==> src/logic/tsro_pkg.sv <==
// Overview of operation
// - a stage starts while measured current exceeds its start level
// - start output and yellow indicator come on in the same cycle
// - started longer than operate time gives trip, indicator turns red
// - each of the four indicators has its own self or manual mode
// - self-reset indicator goes dark as soon as its stage resets
// - manual indicators clear by front reset or either remote reset
// - low-set blocking input keeps the low-set trip output off
// - high-set blocking input keeps the high-set stage from starting
// - blocking inputs come from external lines via routing switches
// - routing switches pick which starts drive the reclose outputs
// - two front switches pick one of three low-set level ranges
// - one front switch picks the low-set operate time range
// - two front switches pick one of three high-set level ranges
// - one front switch picks the high-set operate time range
// - infinite high-set level disables the high-set stage entirely
// - with latching on, a trip output holds after its cause ends
// - latched trips release on step plus reset or a remote reset
// - manual indicator stays lit after its stage resets until cleared
// - indicator state never affects starting or operating
package tsro_pkg;
	localparam int CUR_W  = 16;	// current in 0.01 % of rated
	localparam int TIME_W = 11;	// operate time in 10 ms ticks
	localparam int SYNC_W = 25;

	localparam int CLK_KHZ     = 250000;
	localparam int TICK_MS     = 10;
	localparam int TICK_CYCLES = TICK_MS * CLK_KHZ;
	localparam int LONG_SCALE  = 10;

	// low-set setting is in 0.01 %, high-set setting in 0.1 %
	localparam logic [7:0] LOW_MULT_0  = 8'h01;
	localparam logic [7:0] LOW_MULT_1  = 8'h05;
	localparam logic [7:0] LOW_MULT_2  = 8'h19;
	localparam logic [7:0] HIGH_MULT_0 = 8'h0A;
	localparam logic [7:0] HIGH_MULT_1 = 8'h32;
	localparam logic [7:0] HIGH_MULT_2 = 8'hFA;
	localparam logic [7:0] HIGH_INFINITE = 8'hFF;

	// front switch positions
	localparam int SW_LOW_TIME   = 0;
	localparam int SW_LOW_LEVEL  = 1;
	localparam int SW_LATCH      = 3;
	localparam int SW_HIGH_LEVEL = 5;
	localparam int SW_HIGH_TIME  = 7;

	// indicator mode bits, 1 = manual reset
	localparam int IND_LOW_START  = 0;
	localparam int IND_LOW_OP     = 1;
	localparam int IND_HIGH_START = 2;
	localparam int IND_HIGH_OP    = 3;

	// routing switch positions
	localparam int RT_LOW_BLOCK  = 0;
	localparam int RT_HIGH_BLOCK = 3;
	localparam int RT_RECLOSE_A  = 6;
	localparam int RT_RECLOSE_B  = 7;

	localparam logic [SYNC_W-1:0] SYNC_RST = 25'h0000000;
	localparam logic [3:0]        IND_RST  = 4'h0;

	typedef struct packed {
		logic       step_btn;
		logic       reset_btn;
		logic [7:0] routing;
		logic [3:0] ind_mode;
		logic [7:0] front;
		logic [2:0] ext_lines;
	} tsro_pins_t;
endpackage

==> src/logic/tsro_stage.sv <==
`timescale 1ns/1ps
module tsro_stage (
	input  wire logic                     mclk,          // system clock
	input  wire logic                     rst_n,         // async reset
	input  wire logic                     tick,          // 10 ms enable
	input  wire logic                     over,          // current > level
	input  wire logic                     start_block,   // no start
	input  wire logic                     operate_block, // no trip
	input  wire logic [tsro_pkg::TIME_W-1:0] target,     // operate ticks
	input  wire logic                     latch_en,      // hold trips
	input  wire logic                     latch_clr,     // release latch
	output logic                          start_soon,    // next start
	output logic                          trip_soon,     // next trip
	output logic                          start_out,     // start state
	output logic                          trip_out       // trip state
);
	logic [tsro_pkg::TIME_W-1:0] count_reg;
	logic [tsro_pkg::TIME_W-1:0] count_next;
	logic                        reached;
	logic                        fresh;

	assign reached = count_reg >= target;

	always_comb begin
		start_soon = over && !start_block;
		count_next = count_reg;
		if (!start_soon)
			count_next = '0;
		else if (tick && !reached)
			count_next = count_reg + 1'b1;
		fresh = start_soon && reached;
		if (operate_block)
			trip_soon = 1'b0;
		else if (latch_en)
			trip_soon = fresh || (trip_out && !latch_clr);
		else
			trip_soon = fresh;
	end

	always_ff @(posedge mclk or negedge rst_n) begin
		if (!rst_n)
			count_reg <= '0;
		else
			count_reg <= count_next;
	end

	always_ff @(posedge mclk or negedge rst_n) begin
		if (!rst_n) begin
			start_out <= 1'b0;
			trip_out  <= 1'b0;
		end else begin
			start_out <= start_soon;
			trip_out  <= trip_soon;
		end
	end
endmodule

==> src/logic/tsro_top.sv <==
`timescale 1ns/1ps
module tsro_top #(
	parameter int TICK_CYCLES = tsro_pkg::TICK_CYCLES
) (
	input  wire logic                       mclk,               // 250 MHz
	input  wire logic                       rst_n,              // async
	input  wire logic [tsro_pkg::CUR_W-1:0] energizing_current, // 0.01 %
	input  wire logic [7:0]                 low_level_setting,  // 0.01 %
	input  wire logic [7:0]                 high_level_setting, // 0.1 %
	input  wire logic [6:0]                 low_time_setting,   // 10 ms
	input  wire logic [6:0]                 high_time_setting,  // 10 ms
	input  wire logic                       ext_block_line_a,   // pin
	input  wire logic                       ext_block_line_b,   // pin
	input  wire logic                       ext_block_line_c,   // pin
	input  wire logic [7:0]                 front_range_switches,    // pins
	input  wire logic [3:0]                 indicator_mode_switches, // pins
	input  wire logic [7:0]                 block_routing_switches,  // pins
	input  wire logic                       step_button,        // pin
	input  wire logic                       reset_button,       // pin
	input  wire logic                       remote_reset_a,     // pulse
	input  wire logic                       remote_reset_b,     // pulse
	output logic                            low_stage_start_out,  // start
	output logic                            high_stage_start_out, // start
	output logic                            low_stage_trip_out,   // trip
	output logic                            high_stage_trip_out,  // trip
	output logic                            reclose_start_a,    // to reclose
	output logic                            reclose_start_b,    // to reclose
	output logic                            low_yellow_led,     // started
	output logic                            low_red_led,        // operated
	output logic                            high_yellow_led,    // started
	output logic                            high_red_led        // operated
);
	localparam int TICK_W = $clog2(TICK_CYCLES + 1);

	logic [tsro_pkg::SYNC_W-1:0] sync1_reg;
	logic [tsro_pkg::SYNC_W-1:0] sync2_reg;
	logic [tsro_pkg::SYNC_W-1:0] sync3_reg;
	logic [tsro_pkg::SYNC_W-1:0] stable_reg;
	tsro_pkg::tsro_pins_t        pins;
	logic [TICK_W-1:0]           div_reg;
	logic                        tick_reg;
	logic                        low_operate_block;
	logic                        high_start_block;
	logic                        high_disable;
	logic [tsro_pkg::CUR_W-1:0]  low_level;
	logic [tsro_pkg::CUR_W-1:0]  high_level;
	logic [tsro_pkg::TIME_W-1:0] low_target;
	logic [tsro_pkg::TIME_W-1:0] high_target;
	logic                        low_over;
	logic                        high_over;
	logic                        ind_clr;
	logic                        latch_clr;
	logic                        low_start_soon;
	logic                        low_trip_soon;
	logic                        high_start_soon;
	logic                        high_trip_soon;
	logic [3:0]                  ind_set;
	logic [3:0]                  ind_reg;
	logic [3:0]                  ind_next;

	function automatic logic [tsro_pkg::CUR_W-1:0] level_of(
		input logic [7:0] setting,
		input logic [1:0] range,
		input logic [7:0] m0,
		input logic [7:0] m1,
		input logic [7:0] m2
	);
		logic [7:0] mult;
		mult = (range == 2'h0) ? m0 : ((range == 2'h1) ? m1 : m2);
		return tsro_pkg::CUR_W'(setting) * tsro_pkg::CUR_W'(mult);
	endfunction

	function automatic logic [tsro_pkg::TIME_W-1:0] ticks_of(
		input logic [6:0] setting,
		input logic       long_range
	);
		logic [tsro_pkg::TIME_W-1:0] base;
		base = tsro_pkg::TIME_W'(setting);
		return long_range ? tsro_pkg::TIME_W'(base * tsro_pkg::LONG_SCALE)
		                  : base;
	endfunction

	// pins settle through three flops; a change counts once two agree
	always_ff @(posedge mclk or negedge rst_n) begin
		if (!rst_n) begin
			sync1_reg  <= tsro_pkg::SYNC_RST;
			sync2_reg  <= tsro_pkg::SYNC_RST;
			sync3_reg  <= tsro_pkg::SYNC_RST;
			stable_reg <= tsro_pkg::SYNC_RST;
		end else begin
			sync1_reg <= {step_button, reset_button, block_routing_switches,
			              indicator_mode_switches, front_range_switches,
			              ext_block_line_c, ext_block_line_b,
			              ext_block_line_a};
			sync2_reg <= sync1_reg;
			sync3_reg <= sync2_reg;
			if (sync2_reg == sync3_reg)
				stable_reg <= sync3_reg;
		end
	end

	assign pins = tsro_pkg::tsro_pins_t'(stable_reg);

	// one 10 ms enable serves both operate timers
	always_ff @(posedge mclk or negedge rst_n) begin
		if (!rst_n) begin
			div_reg  <= '0;
			tick_reg <= 1'b0;
		end else if (div_reg == TICK_W'(TICK_CYCLES - 1)) begin
			div_reg  <= '0;
			tick_reg <= 1'b1;
		end else begin
			div_reg  <= div_reg + 1'b1;
			tick_reg <= 1'b0;
		end
	end

	// any enabled external line blocks the stage it is routed to
	assign low_operate_block = |(pins.ext_lines &
		pins.routing[tsro_pkg::RT_LOW_BLOCK +: 3]);
	assign high_start_block = |(pins.ext_lines &
		pins.routing[tsro_pkg::RT_HIGH_BLOCK +: 3]) | high_disable;

	assign low_level = level_of(low_level_setting,
		pins.front[tsro_pkg::SW_LOW_LEVEL +: 2], tsro_pkg::LOW_MULT_0,
		tsro_pkg::LOW_MULT_1, tsro_pkg::LOW_MULT_2);
	assign high_level = level_of(high_level_setting,
		pins.front[tsro_pkg::SW_HIGH_LEVEL +: 2], tsro_pkg::HIGH_MULT_0,
		tsro_pkg::HIGH_MULT_1, tsro_pkg::HIGH_MULT_2);
	assign high_disable = high_level_setting == tsro_pkg::HIGH_INFINITE;

	assign low_target = ticks_of(low_time_setting,
		pins.front[tsro_pkg::SW_LOW_TIME]);
	assign high_target = ticks_of(high_time_setting,
		pins.front[tsro_pkg::SW_HIGH_TIME]);

	assign low_over  = energizing_current > low_level;
	assign high_over = energizing_current > high_level && !high_disable;

	assign ind_clr   = pins.reset_btn | remote_reset_a | remote_reset_b;
	assign latch_clr = (pins.step_btn & pins.reset_btn) |
	                   remote_reset_a | remote_reset_b;

	// indicators only watch the stages; nothing feeds back into them
	tsro_stage u_low (
		.mclk          (mclk),
		.rst_n         (rst_n),
		.tick          (tick_reg),
		.over          (low_over),
		.start_block   (1'b0),
		.operate_block (low_operate_block),
		.target        (low_target),
		.latch_en      (pins.front[tsro_pkg::SW_LATCH]),
		.latch_clr     (latch_clr),
		.start_soon    (low_start_soon),
		.trip_soon     (low_trip_soon),
		.start_out     (low_stage_start_out),
		.trip_out      (low_stage_trip_out)
	);

	tsro_stage u_high (
		.mclk          (mclk),
		.rst_n         (rst_n),
		.tick          (tick_reg),
		.over          (high_over),
		.start_block   (high_start_block),
		.operate_block (high_disable),
		.target        (high_target),
		.latch_en      (pins.front[tsro_pkg::SW_LATCH]),
		.latch_clr     (latch_clr),
		.start_soon    (high_start_soon),
		.trip_soon     (high_trip_soon),
		.start_out     (high_stage_start_out),
		.trip_out      (high_stage_trip_out)
	);

	// set wins over clear so a start seen during a reset is not lost
	assign ind_set = {high_trip_soon, high_start_soon,
	                  low_trip_soon, low_start_soon};

	always_comb begin
		for (int i = 0; i < 4; i++) begin
			if (pins.ind_mode[i])
				ind_next[i] = ind_set[i] | (ind_reg[i] & !ind_clr);
			else
				ind_next[i] = ind_set[i];
		end
	end

	always_ff @(posedge mclk or negedge rst_n) begin
		if (!rst_n)
			ind_reg <= tsro_pkg::IND_RST;
		else
			ind_reg <= ind_next;
	end

	// red overrides yellow on the shared two-colour lamp
	always_ff @(posedge mclk or negedge rst_n) begin
		if (!rst_n) begin
			low_yellow_led  <= 1'b0;
			low_red_led     <= 1'b0;
			high_yellow_led <= 1'b0;
			high_red_led    <= 1'b0;
		end else begin
			low_yellow_led  <= ind_next[tsro_pkg::IND_LOW_START] &&
			                   !ind_next[tsro_pkg::IND_LOW_OP];
			low_red_led     <= ind_next[tsro_pkg::IND_LOW_OP];
			high_yellow_led <= ind_next[tsro_pkg::IND_HIGH_START] &&
			                   !ind_next[tsro_pkg::IND_HIGH_OP];
			high_red_led    <= ind_next[tsro_pkg::IND_HIGH_OP];
		end
	end

	always_ff @(posedge mclk or negedge rst_n) begin
		if (!rst_n) begin
			reclose_start_a <= 1'b0;
			reclose_start_b <= 1'b0;
		end else begin
			reclose_start_a <= pins.routing[tsro_pkg::RT_RECLOSE_A] ?
			                   high_start_soon : low_start_soon;
			reclose_start_b <= pins.routing[tsro_pkg::RT_RECLOSE_B] ?
			                   low_start_soon : high_start_soon;
		end
	end
endmodule

==> config.mk <==
export PLATFORM = sky130hd
export DESIGN_NAME = tsro_top
export DESIGN_NICKNAME = d
export VERILOG_FILES = /design/src/logic/tsro_pkg.sv /design/src/logic/tsro_stage.sv /design/src/logic/tsro_top.sv
export SDC_FILE = /design/constraint.sdc
export NUM_CORES = 1
export LEC_CHECK = 0
export ABC_AREA = 1
export BUFFER_PORTS_ARGS = -buffer_cell sky130_fd_sc_hd__buf_2
export CORE_ASPECT_RATIO = 2
export CORE_MARGIN = 4
export CORE_UTILIZATION = 40
export CTS_BUF_LIST = sky130_fd_sc_hd__clkbuf_2
export CTS_CLUSTER_SIZE = 8
export DETAILED_ROUTE_END_ITERATION = 16
export GPL_ROUTABILITY_DRIVEN = 0
export GPL_TIMING_DRIVEN = 0
export PLACE_DENSITY = 0.54
export SYNTH_ARGS = -nofsm -noshare
export SYNTH_HDL_FRONTEND = slang
export SYNTH_SLANG_ARGS = --single-unit
==> constraint.sdc <==
create_clock -name mclk -period 11.5 [get_ports mclk]
set_input_delay 2.3 -clock mclk [delete_from_list [all_inputs] [get_ports mclk]]
set_output_delay 2.3 -clock mclk [all_outputs]
set_load 0.1 [all_outputs]
==> flow_metrics.tcl <==
set metrics [dict create \
    synth_mux_area_share_pct 0.569 \
    worstSetupStartpointType "primary input" \
    worstMarginPinSlew_ns 0.574 \
    synth_area_leaders "dfrtp_1, ha_1, nand2_1" \
    min-delay-start "sync1_reg[0]$_DFF_PN0_" \
    yosys.cell_types.count 41 \
    grt-ovfl-total 0 \
    yosysSeqAreaShare_pct 37.0 \
    yosys.area.top_type "dfrtp_1" \
    power_frac_seq_pct 57.0 \
    vias 8154 \
    power_density_nw_per_um2 88.2 \
    ir_worst_vdd_mv 0.0958 \
    async_flop_share_pct 100 \
    worstSkewPairLatency_ns 0.72 \
    cp_max_fo 10 \
    synth_compound_area_share_pct 5.34 \
    synth_xor_xnor_area_share_pct 5.31 \
    setup_viol 0 \
    crit_type "primary input to flip-flop" \
    timing.max_slew.rel_slack_pct 61.4 \
    drt_wl_total_um 23500 \
    critPathSlowestCell "fa_1" \
    syn-num-nets 1468 \
    nets 1573 \
    synthAdderAreaFrac_pct 22.7 \
    synth-edff-count 0 \
    post_cts_resized 0 \
    yosys_warnings 0 \
    die_y_um 238 \
    p_sw_share_pct 32.3 \
    viasPerCell 4.86 \
    ant_nets 0 \
    maxCapViolCount 0 \
    dr.pass1.iters 4 \
    rsz0062_at_grt "no" \
    r2r_cells 27 \
    hold_end "sync2_reg[0]$_DFF_PN0_" \
    cts_root_buf "clkbuf_2" \
    synth_ff_type "dfrtp_1" \
    hp-class "flip-flop to flip-flop" \
    required_ns 12.09 \
    tns_ns 0 \
    hold_viol_final 0 \
    p_int_mw 0.695 \
    num_rows 83 \
    final.setup_skew_ns 0.0351 \
    reg2reg_slack_ns 5.41 \
    switchingPower_mw 0.331 \
    fillers 2643 \
    synth_top_family_by_area "adder cells" \
    timing.rr.end "reclose_start_a$_DFF_PN0_" \
    synth_top_area_share_pct 37.0 \
    clock_sinks 156 \
    synth_area_um2 10600 \
    die_w_um 123 \
    hold_slack_ns 0.363 \
    grt_usage_pct 17.0 \
    antenna_found_initial 1 \
    cp_num_buf_inv 9 \
    synthTopCellsByCount "nand2_1, inv_1, dfrtp_1, ha_1, nor2_1" \
    first_global_vias 8441 \
    fin_crit_ns 6.96 \
    combPwrFrac_pct 19.4 \
    cp.arrival_ns 7.56 \
    cts_buffers 17 \
    hold_buffers 0 \
    drtIter0Drc 253 \
    core_um2 25900 \
    end_kind "flip-flop" \
    r2r_start "pins[9]$_DFFE_PN0N_" \
    cp_common_cell "nand2_1" \
    dp_hpwl_um 19700 \
    start_util_pct 40.8 \
    ys_ff_latch 156 \
    worst_path_largest_cell_delay_ns 0.53 \
    period_share_pct 60.5 \
    cts.clk_slew.worst_paths_ns 0.19 \
    synth-simple-area-share_pct 21.4 \
    syn_to_final_growth_pct 10.3 \
    cts_buffer_depth 2 \
    p_leak_nw 6.26 \
    status "finished clean" \
    drive_above_1_share_pct 11.6 \
    hold_path_depth 0 \
    syn_area_per_cell_um2 8.64 \
    grt_max_degree 93 \
    io_buffer_count 84 \
    pin_count 85 \
    timing.final.max_slew_violations 0 \
    htreeDepth 4 \
    syn_inst 1221 \
    dieArea_um2 29200 \
    yosysMostFrequentCell "nand2_1" \
    drc 0 \
    max_freq_mhz 144 \
    cts_tree "done" \
    post_cts_buffers 0 \
    wl_per_cell_um 14.0 \
    grt_pass1_wl_um 39300 \
    clockPowerShare_pct 23.6 \
    cp_top_family "adder cells" \
]
per-stage QoR:
step | cells | area, um^2 | power, mW | utilization, % | setup WS, ns
3_3_place_gp | 1645 | 11400 | 0.793 | 44.1 | 3.75
6_report | 1679 | 11600 | 1.03 | 45.0 | 4.54
4_1_cts | 1678 | 11600 | 1.05 | 45.0 | 4.57
3_5_place_dp | 1647 | 11500 | 0.798 | 44.3 | 3.78
5_1_grt | 1679 | 11600 | 1.10 | 45.0 | 4.12
2_1_floorplan | 1221 | 10600 | 0.726 | - | 4.62
routing by layer:
metal	vias to the layer above	GRT usage [%]	routed length (um)
met3	43	2.33	710
met1	3840	17.0	8480
met5	-	0	0
met2	139	34.0	13600
met4	0	6.49	667
li1	4132	-	-
power by group through the flow:
stage                     combinational [mW]  clock, mW  sequential (mW)
final                                  0.199      0.242            0.585
after global routing                   0.228      0.283            0.589
after CTS                              0.204      0.260            0.586
after detailed placement               0.203          0            0.596
after global placement                 0.197          0            0.595
after floorplan                        0.103          0            0.623
placed cells by master, fill, tap and decap left out, types with 3 or more instances in the layout:
| cell type | Yosys | layout |
|---|---|---|
| a21o_1 | 5 | 5 |
| a21oi_1 | 44 | 44 |
| buf_2 | 5 | 88 |
| buf_4 | 3 | 3 |
| buf_6 | 2 | 3 |
| clkbuf_1 | 7 | 7 |
| clkbuf_2 | 0 | 20 |
| clkinv_2 | 0 | 3 |
| dfrtp_1 | 156 | 156 |
| fa_1 | 32 | 32 |
| ha_1 | 140 | 140 |
| inv_1 | 183 | 183 |
| inv_2 | 8 | 8 |
| mux2i_1 | 6 | 6 |
| nand2_1 | 250 | 250 |
| nand2_2 | 4 | 4 |
| nand3_1 | 74 | 74 |
| nand3b_1 | 4 | 4 |
| nand4_1 | 24 | 24 |
| nor2_1 | 107 | 107 |
| nor2_2 | 3 | 3 |
| nor2_4 | 5 | 5 |
| nor3_1 | 21 | 21 |
| nor3_2 | 4 | 4 |
| nor4_1 | 6 | 6 |
| o21ai_0 | 22 | 22 |
| o21ai_1 | 18 | 18 |
| o21bai_1 | 3 | 3 |
| o31ai_1 | 4 | 4 |
| xnor2_1 | 16 | 16 |
| xor2_1 | 48 | 48 |
kinds of logic after synthesis:
family,count (synthesis)
adders and majority gates,172
DFF,156
AOI/OAI and AO/OA,103
buffers and inverters,208
muxes,6
xor gates and xnor gates,64
and+or+nand+nor,512
how the worst max path moves through the flow:
stage | startpoint | cells after the start | endpoint | slack [ns]
after floorplan | high_level_setting[0] | 31 | u_high.count_reg[2]$_DFFE_PN0P_ | 4.62
after detailed placement | high_level_setting[0] | 32 | reclose_start_a$_DFF_PN0_ | 3.78
after global placement | high_level_setting[0] | 32 | reclose_start_a$_DFF_PN0_ | 3.75
after global routing | high_level_setting[0] | 32 | reclose_start_a$_DFF_PN0_ | 4.12
after CTS | high_level_setting[0] | 32 | reclose_start_a$_DFF_PN0_ | 4.57
final | high_level_setting[0] | 32 | reclose_start_a$_DFF_PN0_ | 4.54
layout make-up:
| cell class | count | area (um^2) | share of cell area, % |
|---|---|---|---|
| well taps | 340 | 425 | 3.66 |
| multi-input cells | 857 | 5830 | 50.2 |
| repair buffers | 86 | 482 | 4.14 |
| flip-flops and latches | 156 | 3900 | 33.6 |
| diodes | 1 | 2.50 | 0.0215 |
| clock inverters | 11 | 72.6 | 0.624 |
| inverters | 191 | 717 | 6.16 |
| clock buffers | 20 | 100 | 0.860 |
| plain buffers | 17 | 96.3 | 0.828 |
worst register-to-register path: cells and delay by family (launching register included):
family / cells / cell delay (ns)
fa+ha+maj: 6 / 2.78
simple gates: 10 / 0.99
buf+inv: 6 / 0.91
compound gates: 4 / 0.67
flops: 1 / 0.44
xor+xnor: 1 / 0.20
No activity file was read; power rests on OpenSTA's default activity.
